`config.mk`:
```
export PLATFORM = sky130hd
export DESIGN_NAME = spram_ctrl
export DESIGN_NICKNAME = d
export VERILOG_FILES = /design/src/core/spram_pkg.sv /design/src/core/spram_ctrl.sv /design/src/core/spram_phase_timer.sv
export SDC_FILE = /design/constraint.sdc
export NUM_CORES = 1
export LEC_CHECK = 0
export BUFFER_PORTS_ARGS = -buffer_cell sky130_fd_sc_hd__buf_2
export CAP_MARGIN = 20
export CORE_MARGIN = 2
export CORE_UTILIZATION = 43
export DETAILED_ROUTE_END_ITERATION = 6
export GPL_TIMING_DRIVEN = 0
export PLACE_DENSITY = 0.79
export SYNTH_ARGS = -nofsm -noshare
export SYNTH_HDL_FRONTEND = slang
export SYNTH_SLANG_ARGS = --single-unit
export TNS_END_PERCENT = 20
```
`constraint.sdc`:
```
create_clock -name clk -period 2.09 [get_ports clk]
set_clock_uncertainty 0.1 [all_clocks]
set_input_delay 0.1045 -clock clk [delete_from_list [all_inputs] [get_ports clk]]
set_output_delay 0.1045 -clock clk [all_outputs]
set_load 0.1 [all_outputs]
```
`src/core/spram_pkg.sv`:
```
package spram_pkg;
   // word count and data width of the attached macro
   localparam int unsigned SPRAM_DEPTH = 2048;
   localparam int unsigned SPRAM_WIDTH = 72;
   localparam int unsigned SPRAM_AW = $clog2(SPRAM_DEPTH);
   localparam int unsigned SPRAM_DEPTH_MIN = 4;
   localparam int unsigned SPRAM_DEPTH_MAX = 2048;
   localparam int unsigned SPRAM_WIDTH_MIN = 1;
   localparam int unsigned SPRAM_WIDTH_MAX = 72;
   // clock and phase timing
   localparam int unsigned SPRAM_CLK_NS = 40;
   localparam int unsigned SPRAM_SETUP_NS = 40;
   localparam int unsigned SPRAM_ACCESS_NS = 80;
   localparam int unsigned SPRAM_STROBE_NS = 40;
   localparam int unsigned SPRAM_HOLD_NS = 40;
   localparam logic [3:0] SPRAM_SETUP_CYC = 4'((SPRAM_SETUP_NS + SPRAM_CLK_NS - 1) / SPRAM_CLK_NS);
   localparam logic [3:0] SPRAM_ACCESS_CYC = 4'((SPRAM_ACCESS_NS + SPRAM_CLK_NS - 1) / SPRAM_CLK_NS);
   localparam logic [3:0] SPRAM_STROBE_CYC = 4'((SPRAM_STROBE_NS + SPRAM_CLK_NS - 1) / SPRAM_CLK_NS);
   localparam logic [3:0] SPRAM_HOLD_CYC = 4'((SPRAM_HOLD_NS + SPRAM_CLK_NS - 1) / SPRAM_CLK_NS);
   localparam logic [3:0] SPRAM_CNT_RST = 4'h0;
   typedef enum logic [1:0] {SPRAM_MODE_ADDR, SPRAM_MODE_SEL} spram_mode_t;
   typedef enum {SPRAM_IDLE, SPRAM_SETUP, SPRAM_RD, SPRAM_WR, SPRAM_HOLD} spram_state_t;
endpackage

```
`src/core/spram_ctrl.sv`:
```
`timescale 1ns/1ns
module spram_ctrl
(
   input wire logic clk,
   input wire logic rst_n,
   input wire logic req_valid,
   output logic req_ready,
   input wire logic req_write,
   input wire logic req_sel_mode,
   input wire logic [spram_pkg::SPRAM_AW-1:0] req_addr,
   input wire logic [spram_pkg::SPRAM_WIDTH-1:0] req_wdata,
   output logic rsp_valid,
   output logic [spram_pkg::SPRAM_WIDTH-1:0] rsp_rdata,
   output logic [spram_pkg::SPRAM_AW-1:0] mem_addr,
   output logic [spram_pkg::SPRAM_WIDTH-1:0] mem_wdata,
   output logic ram_select_n,
   output logic write_strobe_n,
   input wire logic [spram_pkg::SPRAM_WIDTH-1:0] mem_rdata
);
   import spram_pkg::*;

   spram_state_t state_q;
   spram_state_t state_d;
   logic write_q;
   spram_mode_t mode_q;
   logic load;
   logic [3:0] load_cnt;
   logic done;
   logic sel_n_d;
   logic we_n_d;
   logic cur_write;
   spram_mode_t cur_mode;

   // request bit to phase-timing mode
   function automatic spram_mode_t mode_of(logic sel);
      return sel ? SPRAM_MODE_SEL : SPRAM_MODE_ADDR;
   endfunction

   initial
   begin
      if (SPRAM_DEPTH < SPRAM_DEPTH_MIN || SPRAM_DEPTH > SPRAM_DEPTH_MAX)
         $error("depth out of range");
      if (SPRAM_WIDTH < SPRAM_WIDTH_MIN || SPRAM_WIDTH > SPRAM_WIDTH_MAX)
         $error("width out of range");
   end

   // one counter times setup, access, strobe and hold in turn
   spram_phase_timer u_timer
   (
      .clk(clk),
      .rst_n(rst_n),
      .load(load),
      .count(load_cnt),
      .done(done)
   );

   // one request at a time on the single port
   assign req_ready = (state_q == SPRAM_IDLE);

   always_comb
   begin
      state_d = state_q;
      load = 1'b0;
      load_cnt = SPRAM_CNT_RST;
      case (state_q)
         SPRAM_IDLE:
         begin
            if (req_valid)
            begin
               state_d = SPRAM_SETUP;
               load = 1'b1;
               load_cnt = SPRAM_SETUP_CYC;
            end
         end
         SPRAM_SETUP:
         begin
            if (done)
            begin
               state_d = write_q ? SPRAM_WR : SPRAM_RD;
               load = 1'b1;
               load_cnt = write_q ? SPRAM_STROBE_CYC : SPRAM_ACCESS_CYC;
            end
         end
         SPRAM_RD:
         begin
            if (done)
               state_d = SPRAM_IDLE;
         end
         SPRAM_WR:
         begin
            if (done)
            begin
               state_d = SPRAM_HOLD;
               load = 1'b1;
               load_cnt = SPRAM_HOLD_CYC;
            end
         end
         SPRAM_HOLD:
         begin
            if (done)
               state_d = SPRAM_IDLE;
         end
         default:
            state_d = SPRAM_IDLE;
      endcase
   end

   always_ff @(posedge clk or negedge rst_n)
   begin
      if (!rst_n)
         state_q <= SPRAM_IDLE;
      else
         state_q <= state_d;
   end

   // request capture; address only moves in idle
   always_ff @(posedge clk or negedge rst_n)
   begin
      if (!rst_n)
      begin
         write_q <= 1'b0;
         mode_q <= SPRAM_MODE_ADDR;
         mem_addr <= '0;
         mem_wdata <= '0;
      end
      else if (state_q == SPRAM_IDLE && req_valid)
      begin
         write_q <= req_write;
         mode_q <= mode_of(req_sel_mode);
         mem_addr <= req_addr;
         mem_wdata <= req_wdata;
      end
   end

   // pins change at the taking edge, so in idle the request itself is decoded, not stale captures
   always_comb
   begin
      cur_write = write_q;
      cur_mode = mode_q;
      if (state_q == SPRAM_IDLE)
      begin
         cur_write = req_write;
         cur_mode = mode_of(req_sel_mode);
      end
   end

   always_comb
   begin
      sel_n_d = 1'b1;
      we_n_d = 1'b1;
      case (state_d)
         SPRAM_SETUP:
            // address-mode read keeps select low while the address settles
            sel_n_d = !(!cur_write && cur_mode == SPRAM_MODE_ADDR);
         SPRAM_RD:
            sel_n_d = 1'b0;
         SPRAM_WR:
         begin
            sel_n_d = 1'b0;
            we_n_d = 1'b0;
         end
         SPRAM_HOLD:
         begin
            // strobe-timed ends by raising strobe, select-timed by raising select
            sel_n_d = (cur_mode == SPRAM_MODE_SEL);
            we_n_d = (cur_mode == SPRAM_MODE_ADDR);
         end
         default:
         begin
            sel_n_d = 1'b1;
            we_n_d = 1'b1;
         end
      endcase
   end

   always_ff @(posedge clk or negedge rst_n)
   begin
      if (!rst_n)
      begin
         ram_select_n <= 1'b1;
         write_strobe_n <= 1'b1;
      end
      else
      begin
         ram_select_n <= sel_n_d;
         write_strobe_n <= we_n_d;
      end
   end

   // read data sampled only at the end of a read, never during writes
   always_ff @(posedge clk or negedge rst_n)
   begin
      if (!rst_n)
      begin
         rsp_valid <= 1'b0;
         rsp_rdata <= '0;
      end
      else
      begin
         rsp_valid <= 1'b0;
         if (state_q == SPRAM_RD && done)
         begin
            rsp_valid <= 1'b1;
            rsp_rdata <= mem_rdata;
         end
         else if (state_q == SPRAM_HOLD && done)
            rsp_valid <= 1'b1;
      end
   end
endmodule

```
`src/core/spram_phase_timer.sv`:
```
`timescale 1ns/1ns
module spram_phase_timer
(
   input wire logic clk,
   input wire logic rst_n,
   input wire logic load,
   input wire logic [3:0] count,
   output logic done
);
   import spram_pkg::*;
   logic [3:0] cnt_q;
   always_ff @(posedge clk or negedge rst_n)
   begin
      if (!rst_n)
         cnt_q <= SPRAM_CNT_RST;
      else if (load)
         cnt_q <= count - 4'h1;
      else if (cnt_q != 4'h0)
         cnt_q <= cnt_q - 4'h1;
   end
   assign done = (cnt_q == 4'h0);
endmodule

```
-- Word-level counts from Yosys, hierarchy flattened
Cells that the tools add are included.
- add/subtract/negate cells: 2
- eq/ne operators: 11
- multiplexer cells: 23
- reduce and logical (&&, ||, !) cells: 15
- operators by type and width (operator ; number):
    $eq 32x2->1 const B ; 4
    $mux 32 ; 4
    $pmux 32 s4 ; 1
    $eq 32x3->1 const B ; 3
    $eq 32x1->1 const B ; 2
    $logic_not 32->1 ; 2
    $eq 32x4->1 const B ; 1
    $mux 1 ; 9
    $mux 4 ; 2
    $mux 2 ; 3
    $pmux 2 s3 ; 1
    $reduce_or 2->1 ; 3
    $logic_and 1x1->1 ; 4
    $logic_not 4->1 ; 1
    $pmux 1 s2 ; 2
    $reduce_bool 4->1 ; 1
    $sub 4x1->4 const B ; 1
    $pmux 1 s3 ; 1
    $sub 2x1->3 const B ; 1
    $eq 2x1->1 const B ; 1
    $logic_not 1->1 ; 2
    $logic_not 2->1 ; 1
    $reduce_bool 2->1 ; 1
- register bits after elaboration: 197
- input bits: 160
- output and inout port bits: 159
- word-level logic and storage cells: 61

-- Logic depth before layout (Yosys ltp)
Gate-level depths: netlist (run 1).
- word-level depth: 6
- mapped depth: 10
- depth with buffers taken out: 8

-- Hierarchy
Synthesis (run 1) repeated with hierarchy kept, for this count alone.
- cell total of the unflattened synthesis: 437
- area, all modules: 7618.6 um2
- modules (own cells, without submodules) (module ; times used ; cells an instance ; area each (um2)):
    spram_ctrl ; 1 ; 416 ; 7375.8
    spram_phase_timer ; 1 ; 21 ; 242.7

-- Least setup slack after synthesis (run 1)
Ideal clock, no wire load.
- path kind: reg2reg
- from: register state_q[19]
- to: register write_strobe_n
- data arrival time: 3.308 ns
- required time: 1.907 ns
- slack: -1.402 ns
- stages on the path, launching flop included: 6
- path through: dfrtp_1 > nor4_4 > nand4_4 > nor4_2 > mux2i_1 > o32a_1
- RTL lines (element ; line ; source):
    start, declared ; spram_ctrl.sv:22 ; spram_state_t state_q;
    start signal, assigned ; spram_ctrl.sv:113 ; state_q <= state_d;
    $logic_not 32->1 ; - ;
    via req_ready ; spram_ctrl.sv:7 ; output logic req_ready,
    $mux 2 ; spram_ctrl.sv:140 ; if (state_q == SPRAM_IDLE)
    $logic_not 2->1 ; spram_ctrl.sv:166 ; we_n_d = (cur_mode == SPRAM_MODE_ADDR);
    $pmux 1 s2 ; spram_ctrl.sv:151 ; case (state_d)
    via we_n_d ; spram_ctrl.sv:30 ; logic we_n_d;
    end signal, assigned ; spram_ctrl.sv:186 ; write_strobe_n <= we_n_d;
    end, declared ; spram_ctrl.sv:17 ; output logic write_strobe_n,
The timed path passes the listed nets, and every way through them passes these cells.
A chain may end at the register's enable or synchronous reset.

-- Final worst setup path (run 1)
- from: register u_timer.cnt_q[3]
- to: register rsp_rdata[15] in the netlist's numbering
- cells in the longest elaborated chain, start to end: 2
- ends and longest elaborated chain (element ; line ; source):
    start, declared ; spram_phase_timer.sv:11 ; logic [3:0] cnt_q;
    start signal, assigned ; spram_phase_timer.sv:17 ; cnt_q <= count - 4'h1;
    start signal, assigned ; spram_phase_timer.sv:19 ; cnt_q <= cnt_q - 4'h1;
    $logic_not 4->1 ; spram_phase_timer.sv:21 ; assign done = (cnt_q == 4'h0);
    $logic_and 1x1->1 ; spram_ctrl.sv:201 ; if (state_q == SPRAM_RD && done)
    end signal, assigned ; spram_ctrl.sv:204 ; rsp_rdata <= mem_rdata;
    end, declared ; spram_ctrl.sv:13 ; output logic [spram_pkg::SPRAM_WIDTH-1:0] rsp_rdata,
Every way passes these cells.

==> impl_metrics.csv, run 1 <==
group,metric,value,unit
global_routing,grt_usage,0.245,
floorplanning,core,0.0172,sq mm
worst_setup_path,cp-start-kind,"flip-flop",
logic_synthesis,synth_top_family_by_area,"multiplexers",
run_status,violations,"negative setup slack",
global_routing,antenna_found_initial,1,
worst_setup_path,path_cells,"or4_4 > nor2_1 > and3_4 > buf_12 > buf_12 > clkbuf_16 > mux2_4",
floorplanning,die_h,136,microns
power,p_per_area,617,mW/mm^2
timing,timing.final.ws_setup,-234,ps
timing,slew_violations,0,
global_routing,grt-ovfl-total,0,
power,p_leak,6.78,nW
layout,layout-drive-gt1-share,0.557,
cts,clockBufferDepth,2,
logic_synthesis,synth_ff_type,"dfrtp_1",
routing,vias_per_cell,4.84,
placed_design,hpwlAfterDp,12800,microns
layout,synthToLayoutAreaGrowth,70.7,%
routing,drt_iter0_drc,269,
timing,fmax,430,MHz
worst_setup_path,cp-end-kind,"flip-flop",
cts,clkSinkCount,196,
worst_setup_path,path_max_fanout,7,
floorplanning,rows,48,
logic_synthesis,synth-compound-area-share,0.0130,
flow_run,maxCapViolCount,0,
routing,vias,5960,
timing,tightest_slew,693,ps
run_status,status,"finished, violations left",
timing,rsz0062_at_grt,"yes",
logic_synthesis,ys_types,38,
worst_setup_path,worstSetupPathType,"flip-flop to flip-flop",
logic_synthesis,synthAdderAreaFrac,0.00167,
worst_setup_path,crit_arrival,2540,ps
routing,firstDrtPassIters,4,
logic_synthesis,synthCells,441,
worst_setup_path,cpMostUsedCell,"buf_12",
timing,setup_tns,-27450,ps
worst_setup_path,critical-path-max-stage-delay,590,ps
logic_synthesis,ys_ff_latch,196,
timing,max_slew_margin,0.538,
power,power,7.88,mW
routing,wl_per_cell,19.9,microns
floorplanning,start_util,0.436,
global_routing,grt_pass1_wl,34300,microns
layout,finalNonFillerCells,1232,
placed_design,placedCellCount,1013,
logic_synthesis,ys_async_sr_fraction,1.00,
floorplanning,die_x,136,microns
logic_synthesis,yosys_warnings,0,
layout,seq_area,0.00491,sq mm
timing,setup_viol,160,
worst_setup_path,crit_family,"simple AND/OR/NAND/NOR gates",
logic_synthesis,synth-edff-count,0,
layout,multi_input_area,0.00298,sq mm
logic_synthesis,syn_avg_cell_area,17.0,sq um
cts,numCtsBuffers,17,
logic_synthesis,yosys.area_share.simple,0.0512,
routing,drt_wl_total,24500,microns
floorplanning,ioPinCount,319,
logic_synthesis,yosysSeqAreaShare,0.656,
cts,insertion_delay,430,ps
routing,final_antenna_net_count,0,
logic_synthesis,netlist_area,0.00748,sq mm
floorplanning,die_area,0.0185,sq mm
power,ir_drop,0.552,mV
cts,clk_pin_slew,70,ps
cts,htreeDepth,4,
layout,final_area,0.0128,sq mm
timing,fin_crit,2320,ps
placed_design,dpl-instance-area,0.00951,sq mm
layout,fill_cells,1022,
layout,nNetsFinal,1154,
layout,final_util,0.744,
global_routing,grt_max_degree,108,
timing,finalCritPeriodShare,1.11,
worst_setup_path,crit_path_top_delay_cell,"or4_4",
routing,drc,0,
placed_design,port_buffers,318,
worst_setup_path,cp.required,2300,ps
cts,root_buffer,"clkbuf_16",
logic_synthesis,synth_mux_area_frac,0.239,
global_routing,grt_pass1_vias,6394,
timing,hold_violations,0,
placed_design,finalWeightedCongestion,0.859,
cts,cts_tree,"yes",
min_path,hold_path_class,"primary input to flip-flop",
logic_synthesis,synth_xor_area_frac,0.00117,
worst_setup_path,crit_buf_inv,3,
==> placed cells by master, fill, tap and decap left out, drive strengths merged, types with 2 or more instances in the layout <==
cell,netlist,layout
clkbuf,2,25
dfstp,2,2
dlygate4sd3,0,158
inv,4,8
nand2,3,3
nand2b,3,3
conb,1,29
clkinvlp,0,5
and3,2,2
o21ai,2,2
dfrtp,194,194
a21oi,5,5
nor3,9,9
bufinv,0,4
a31oi,2,2
o31ai,2,2
nand4,4,4
mux2,158,158
nor2,10,10
nor4,9,9
buf,18,361
==> worst min-delay path, stage by stage <==
cell and delay (ps):
buf_2 90, a21oi_1 60, o22ai_1 140, o2111ai_1 160
==> what timing repair did <==
item,in CTS,in global routing
endpoints found under the setup margin,162,163
setup buffers,19,4
resized for setup,89,91
hold buffers,158,0
pin swaps,9,9
gates cloned,1,5
hold endpoints to repair,246,0
==> cell type report <==
| cell class | instances | share of cell area |
|---|---|---|
| repair buffers | 506 | 0.283 |
| plain buffers | 19 | 0.0274 |
| inverters | 4 | 0.00118 |
| diodes | 1 | 0.000196 |
| flip-flops and latches | 196 | 0.384 |
| well taps | 225 | 0.0220 |
| clock inverters | 13 | 0.0153 |
| multi-input cells | 249 | 0.233 |
| clock buffers | 19 | 0.0339 |
==> stage by stage <==
step / hold WS (ps) / setup slack, ps
2_1_floorplan: -291 / -645
3_3_place_gp: 219 / -2410
3_5_place_dp: 60.5 / -457
4_1_cts: 38.8 / -224
5_1_grt: 77.3 / -321
6_report: 60.0 / -234
==> registers in the layout (all words and copies together), names as in the netlist <==
| name | flops |
|---|---|
| mem_wdata | 72 |
| mem_addr | 11 |
| ram_select_n | 1 |
| rsp_rdata | 72 |
| write_strobe_n | 1 |
| u_timer.cnt_q | 4 |
| write_q | 1 |
| rsp_valid | 1 |
| state_q | 32 |
| mode_q | 1 |
==> Yosys cell counts, types with 2 or more instances <==
cell type	n	area, sq um
dfrtp_1	194	4850
mux2_1	143	1610
mux2_2	15	169
nor2_1	9	33.8
buf_12	8	160
nor3_1	8	40.0
buf_6	7	78.8
nor4_4	6	128
a21oi_1	5	25.0
inv_1	4	15.0
nand2_1	3	11.3
nand2b_1	3	18.8
a31oi_1	2	12.5
and3_1	2	12.5
buf_4	2	15.0
clkbuf_1	2	7.51
dfstp_2	2	52.6
nand4_1	2	12.5
nand4_4	2	42.5
nor4_2	2	25.0
o21ai_0	2	10.0
o31ai_1	2	15.0
==> final timing paths <==
kind                                               from                            to  slack (ps)  cells past startpoint
setup / recovery           u_timer.cnt_q[3]$_DFFE_PN0P_     rsp_rdata[15]$_DFFE_PN0P_        -230                      7
hold / removal                                req_valid        ram_select_n$_DFF_PN1_          60                      4
setup reg to reg           u_timer.cnt_q[3]$_DFFE_PN0P_     rsp_rdata[15]$_DFFE_PN0P_        -230                      7
hold reg to reg               mem_wdata[58]$_DFFE_PN0P_     mem_wdata[58]$_DFFE_PN0P_         380                      1
max in group asynchronous                         rst_n  u_timer.cnt_q[2]$_DFFE_PN0P_         800                      3
min in group asynchronous                         rst_n          state_q[6]$_DFF_PN0_         160                      2
==> layer usage <==
layer,global-route usage,wire [microns],vias up
li1,-,-,2646
met1,0.274,9200,2987
met2,0.437,12900,248
met3,0.0537,1400,79
met4,0.132,1070,0
met5,0,0,-
==> power breakdown <==
part,switching (mW),internal (mW)
registers,0.0214,3.82
logic,0.198,0.320
clock network,1.49,2.03
==> kinds of logic (layout without fill, tap and decap cells) <==
| logic type | after synthesis | count (layout) |
|---|---|---|
| flops | 196 | 196 |
| mux | 159 | 159 |
| simple gates | 44 | 44 |
| buf+inv | 24 | 561 |
| compound gates | 15 | 15 |
| fa+ha+maj | 1 | 1 |
| other cells | 1 | 30 |
| xor+xnor | 1 | 1 |
No activity file was read; power rests on OpenSTA's default activity.
==> run 2: changes to the inputs <==
- CORE_MARGIN: 2 -> not set
- SETUP_SLACK_MARGIN: not set -> 0.1
- SYNTH_HIERARCHICAL: not set -> 1
==> run 2 against run 1 <==
The flow still finishes with violations (negative setup slack). Final area is 0.37% higher. Clock power grew 6.5%. Fmax down 10%. Via count rose by 0.15%. Final cell count up 0.16%. Synthesized cell count decreased by 0.91%. Worst hold slack improved by 27 ps. First-iteration DRC count decreased by 23%. Routed wire length decreased by 2.7%. Register-to-register slack worse by 260 ps. Die area shrank 1.2%.
==> impl_metrics.csv, run 2 <==
group,metric,value,unit
routing,vias,5969,
logic_synthesis,yosysSeqAreaShare,0.644,
worst_setup_path,path_max_fanout,6,
cts,root_buffer,"clkbuf_16",
routing,firstDrtPassIters,4,
worst_setup_path,cp-end-kind,"flip-flop",
min_path,hp-start,"req_valid",
power,p_per_area,651,mW/mm^2
worst_setup_path,worstRegToRegCells,10,
cts,clkSinkCount,196,
timing,setup_viol,161,
min_path,hold_depth,4,
placed_design,hpwlAfterDp,12400,microns
run_status,violations,"negative setup slack",
logic_synthesis,synth_ff_type,"dfrtp_1",
timing,tightest_slew,755,ps
logic_synthesis,synth_commonest_cells,"194 x dfrtp_1, 70 x mux2_4, 62 x mux2_1",
placed_design,dp_worst_setup_slack,-609,ps
worst_setup_path,rrSetupSlack,-500,ps
power,p_seq_frac,0.465,
power,ir_drop,0.547,mV
global_routing,grt_usage,0.226,
worst_setup_path,r2r_start,"state_q[15]$_DFF_PN0_",
logic_synthesis,synth.top_cell.area_share,0.637,
logic_synthesis,netlist_area,0.00762,sq mm
cts,numCtsBuffers,17,
flow_run,maxCapViolCount,0,
placed_design,port_buffers,318,
timing,fin_crit,2590,ps
logic_synthesis,synth-edff-count,0,
placed_design,finalWeightedCongestion,0.821,
timing,slew_violations,0,
routing,drc,0,
layout,synthToLayoutAreaGrowth,68.3,%
layout,mostFrequentLayoutCells,"317 x buf_2, 194 x dfrtp_1, 158 x dlygate4sd3_1, 132 x mux2_4, 32 x conb_1",
power,power,8.35,mW
timing,finalCritPeriodShare,1.24,
min_path,whs_endpoint,"state_q[0]$_DFF_PN0_",
floorplanning,start_util,0.440,
logic_synthesis,yosys_warnings,6,
placed_design,placedCellCount,1012,
floorplanning,ioPinCount,319,
layout,reg.largest.list,"mem_wdata (72), rsp_rdata (72), state_q (32)",
global_routing,grt-ovfl-total,0,
logic_synthesis,synth.area.top_cells,"dfrtp_1 64%, mux2_4 14%, mux2_1 9.2%, mux2_2 3.8%, buf_12 2.1%",
logic_synthesis,yosysMostFrequentCell,"dfrtp_1",
routing,drt_iter0_drc,206,
layout,fill_cells,1036,
timing,rsz0062_at_grt,"yes",
logic_synthesis,ys_async_sr_fraction,1.00,
run_status,status,"finished, violations left",
worst_setup_path,cp-start-kind,"flip-flop",
logic_synthesis,ys_ff_latch,196,
global_routing,grt_pass1_wl,31000,microns
floorplanning,rows,48,
power,p_leak,6.74,nW
logic_synthesis,synthCells,437,
worst_setup_path,crit_arrival,2790,ps
floorplanning,die_area,0.0183,sq mm
logic_synthesis,ys_types,38,
timing,setup_tns,-62910,ps
global_routing,antenna_found_initial,2,
logic_synthesis,yosysTopAreaCell,"dfrtp_1",
global_routing,grt_pass1_vias,5996,
cts,insertion_delay,420,ps
power,switching_share,0.217,
timing,max_slew_margin,0.497,
power,p_int,6.53,mW
power,power_frac_comb,0.086,
power,switching_power,1.81,mW
cts,clk_pin_slew,70,ps
timing,fmax,387,MHz
timing,hold_violations,0,
global_routing,grt_max_degree,102,
worst_setup_path,cp.required,2290,ps
power,p_clk_frac,0.449,
routing,drt_wl_total,23900,microns
layout,finalNonFillerCells,1234,
layout,nNetsFinal,1155,
timing,whs,87.4,ps
routing,final_antenna_net_count,0,
layout,final_common_cell,"buf_2",
placed_design,dpl-instance-area,0.00965,sq mm
worst_setup_path,r2r_end,"rsp_rdata[19]$_DFFE_PN0P_",
floorplanning,die_x,135,microns
routing,wl_per_cell,19.4,microns
logic_synthesis,syn_avg_cell_area,17.4,sq um
floorplanning,core,0.0173,sq mm
cts,htreeDepth,4,
cts,cts_tree,"yes",
worst_setup_path,worstSetupPathType,"flip-flop to flip-flop",
layout,layout-drive-gt1-share,0.577,
min_path,hold_path_class,"primary input to flip-flop",
timing,timing.final.ws_setup,-495,ps
layout,final_area,0.0128,sq mm
layout,final_util,0.741,
cts,clockBufferDepth,2,
routing,vias_per_cell,4.84,
floorplanning,die_h,135,microns
[run 2: what timing repair did]
item | in CTS | in global routing
gates resized for setup | 22 | 86
setup endpoints to repair | 161 | 164
pin swaps | 7 | 7
hold buffers | 158 | 0
gates cloned | 0 | 14
endpoints found under the hold margin | 257 | 0
setup buffers | 9 | 7
[run 2: cell families (layout without fill, tap and decap cells)]
logic type / after synthesis / count (layout) / share of synthesized area
AO/OA/AOI/OAI: 10 / 10 / 0.00887
XOR/XNOR: 4 / 4 / 0.00460
adder cells (fa/ha/maj): 1 / 1 / 0.00164
buffers and inverters: 22 / 561 / 0.0361
flip-flops: 196 / 196 / 0.644
multiplexers: 161 / 161 / 0.272
other: 1 / 34 / 0.000492
AND/OR/NAND/NOR: 42 / 42 / 0.0322
[run 2: layout make-up]
type                    count  area [sq um]  share of cell area
diodes                      2          5.00            0.000390
clock buffers              18           429              0.0335
multi-input cells         250          2890               0.226
clock inverters            14           248              0.0193
plain buffers              20           350              0.0273
flip-flops and latches    196          4910               0.383
inverters                   2          7.51            0.000586
well taps                 225           282              0.0220
repair buffers            507          3700               0.289
[run 2: worst max path at each step]
stage | start | to | slack [ps] | depth (start not counted)
2_1_floorplan | state_q[7]$_DFF_PN0_ | u_timer/cnt_q[2]$_DFFE_PN0P_ | -310 | 10
3_3_place_gp | rst_n | u_timer/cnt_q[0]$_DFFE_PN0P_ | -2300 | 1
3_5_place_dp | state_q[6]$_DFF_PN0_ | u_timer/cnt_q[2]$_DFFE_PN0P_ | -610 | 11
4_1_cts | state_q[23]$_DFF_PN0_ | u_timer/cnt_q[2]$_DFFE_PN0P_ | -480 | 11
5_1_grt | state_q[15]$_DFF_PN0_ | u_timer/cnt_q[2]$_DFFE_PN0P_ | -660 | 11
6_report | state_q[15]$_DFF_PN0_ | rsp_rdata[19]$_DFFE_PN0P_ | -500 | 10
[run 2: power groups by stage]
stage	sequential [mW]	combinational (mW)	clock [mW]
2_1_floorplan	3.94	0.172	0
3_3_place_gp	3.95	0.408	0
3_5_place_dp	3.95	0.437	0
4_1_cts	3.88	0.680	3.79
5_1_grt	3.89	0.777	3.96
6_report	3.88	0.716	3.75
[run 2: worst max-delay path, stage by stage, from the launching register on]
cell       delay (ps)
dfrtp_1           370
nor4_2            280
nand4_1           210
buf_4             200
nor3_4            210
buf_4             150
buf_6              90
and3_4            240
buf_12            160
clkbuf_16         160
mux2_4            310
[run 2: per-layer routing]
metal / vias up / track usage / routed length, microns
li1: 2622 / - / -
met4: 0 / 0.125 / 1010
met5: - / 0 / 0
met3: 81 / 0.0503 / 1120
met2: 258 / 0.412 / 12900
met1: 3008 / 0.239 / 8810
==> run 3: changes to the inputs <==
- CORE_ASPECT_RATIO: not set -> 0.75
- CORE_UTILIZATION: 43 -> 45
- clock period: 2.09 -> 2.9 ns (I/O delays scaled with it)
==> run 3 against run 2 <==
The run ends with design-rule violations left. Sequential share of layout area up 2.9 points. Highest routed layer is now met5. Critical endpoint is now u_timer/cnt_q[2]$_DFFE_PN0P_. First-iteration DRC count up 60%. Largest cell class unchanged. Final cell count down 3.1%. Largest power group unchanged.
==> impl_metrics.csv, run 3 (synthesized netlist as in run 2, its figures left out) <==
group,metric,value,unit
timing,tightest_slew,697,ps
placed_design,hpwlAfterDp,12800,microns
routing,final_antenna_net_count,0,
worst_setup_path,path_max_fanout,6,
placed_design,placedCellCount,997,
layout,mostFrequentLayoutCells,"318 x buf_2, 194 x dfrtp_1, 158 x dlygate4sd3_1, 70 x mux2_4, 62 x mux2_1",
global_routing,grt-ovfl-total,0,
routing,firstDrtPassIters,7,
layout,final_util,0.733,
timing,slew_violations,0,
worst_setup_path,r2r_end,"u_timer/cnt_q[2]$_DFFE_PN0P_",
layout,layout-drive-gt1-share,0.494,
floorplanning,die_x,152,microns
worst_setup_path,rrSetupSlack,250,ps
power,p_per_area,469,mW/mm^2
layout,reg.largest.list,"mem_wdata (72), rsp_rdata (72), state_q (32)",
worst_setup_path,crit_arrival,2890,ps
routing,drc,42,
worst_setup_path,worstSetupPathType,"flip-flop to flip-flop",
run_status,status,"finished, violations left",
power,p_seq_frac,0.501,
worst_setup_path,cp.required,3140,ps
cts,clkSinkCount,196,
layout,nNetsFinal,1129,
worst_setup_path,cp-end-kind,"flip-flop",
min_path,hp-start,"req_valid",
worst_setup_path,path_cells,"nor4_4 > nand4_1 > or3_1 > buf_6 > o21ai_2 > buf_6 > mux2i_4 > ha_2 > xnor2_1 > o31ai_1",
floorplanning,die_area,0.0175,sq mm
worst_setup_path,cpMostUsedCell,"buf_6",
timing,setup_tns,0,ps
cts,root_buffer,"clkbuf_16",
placed_design,finalWeightedCongestion,0.783,
worst_setup_path,r2r_start,"state_q[14]$_DFF_PN0_",
global_routing,antenna_found_initial,6,
power,switching_share,0.227,
cts,clk_pin_slew,70,ps
power,power,5.59,mW
cts,numCtsBuffers,17,
floorplanning,rows,40,
worst_setup_path,crit_path_top_delay_cell,"dfrtp_1",
floorplanning,core,0.0163,sq mm
global_routing,grt_pass1_vias,6354,
global_routing,grt_max_degree,106,
routing,drt_iter0_drc,329,
placed_design,port_buffers,318,
timing,fmax,377,MHz
layout,final_common_cell,"buf_2",
timing,rsz0062_at_grt,"no",
timing,max_slew_margin,0.536,
cts,cts_tree,"yes",
layout,finalNonFillerCells,1196,
worst_setup_path,crit_family,"simple AND/OR/NAND/NOR gates",
min_path,whs_endpoint,"state_q[0]$_DFF_PN0_",
routing,vias_per_cell,4.81,
min_path,hold_depth,4,
floorplanning,start_util,0.468,
timing,hold_violations,0,
worst_setup_path,cp-start-kind,"flip-flop",
power,p_clk_frac,0.409,
timing,setup_viol,0,
layout,fill_cells,999,
min_path,hold_path_class,"primary input to flip-flop",
power,ir_drop,0.323,mV
cts,insertion_delay,430,ps
timing,whs,110,ps
power,power_frac_comb,0.090,
power,switching_power,1.27,mW
worst_setup_path,critical-path-max-stage-delay,410,ps
timing,fin_crit,2650,ps
power,p_int,4.32,mW
layout,synthToLayoutAreaGrowth,56.5,%
global_routing,grt_pass1_wl,34000,microns
flow_run,maxCapViolCount,0,
cts,htreeDepth,4,
routing,drt_wl_total,21900,microns
run_status,violations,"design-rule violations",
worst_setup_path,crit_buf_inv,2,
floorplanning,die_h,115,microns
worst_setup_path,worstRegToRegCells,10,
global_routing,grt_usage,0.258,
timing,finalCritPeriodShare,0.914,
routing,vias,5752,
routing,wl_per_cell,18.3,microns
floorplanning,ioPinCount,319,
power,p_leak,6.50,nW
cts,clockBufferDepth,2,
[run 3: timing repair]
item / CTS / global route
resized for setup: 0 / 23
hold endpoints to repair: 248 / 0
cloned: 0 / 0
setup buffers: 2 / 2
setup endpoints to repair: 1 / 17
hold buffers: 158 / 0
pin swaps: 2 / 5
[run 3: worst register-to-register path, stage by stage, from the launching register on]
cell and delay (ps):
dfrtp_1 410, nor4_4 290, nand4_1 200, or3_1 410, buf_6 150, o21ai_2 150, buf_6 140, mux2i_4 220
ha_2 210, xnor2_1 70, o31ai_1 220
[run 3: layer usage]
metal | global-route usage | share of wire | vias to the layer above
met5 | 0 | 0.00059 | -
li1 | - | - | 2574
met2 | 0.470 | 0.54 | 222
met3 | 0.0719 | 0.059 | 55
met4 | 0.112 | 0.031 | 2
met1 | 0.286 | 0.37 | 2899
[run 3: worst max-delay path by stage]
stage | from | to | slack, ps | depth (start not counted)
floorplan | state_q[19]$_DFF_PN0_ | u_timer/cnt_q[2]$_DFFE_PN0P_ | 390 | 11
global placement | rst_n | state_q[2]$_DFF_PN0_ | -1570 | 1
detailed placement | state_q[3]$_DFF_PN0_ | u_timer/cnt_q[2]$_DFFE_PN0P_ | 90 | 11
CTS | state_q[11]$_DFF_PN0_ | u_timer/cnt_q[2]$_DFFE_PN0P_ | 120 | 11
global route | state_q[14]$_DFF_PN0_ | u_timer/cnt_q[2]$_DFFE_PN0P_ | 50 | 10
finish | state_q[14]$_DFF_PN0_ | u_timer/cnt_q[2]$_DFFE_PN0P_ | 250 | 10
[run 3: area by class of cell]
type	instances	area [sq um]	area share
antenna	6	15.0	0.00126
buffer	20	282	0.0236
sequential	196	4910	0.412
clock inverter	11	116	0.00976
inverter	2	7.51	0.000630
tap	210	263	0.0220
clock buffer	20	457	0.0383
multi-input combinational	250	2640	0.221
timing repair buffer	481	3240	0.272
[run 3: stage by stage]
stage / area [sq um] / setup slack (ps)
final: 11900 / 250
after global routing: 11900 / 54.7
after CTS: 11800 / 125
after detailed placement: 9630 / 87.0
after global placement: 9590 / -1570
after floorplan: 7730 / 387
[run 3: power by group through the flow]
stage	logic [mW]	clock network (mW)	registers [mW]
2_1_floorplan	0.122	0	2.84
3_3_place_gp	0.289	0	2.85
3_5_place_dp	0.308	0	2.85
4_1_cts	0.478	2.33	2.79
5_1_grt	0.552	2.45	2.81
6_report	0.501	2.29	2.80
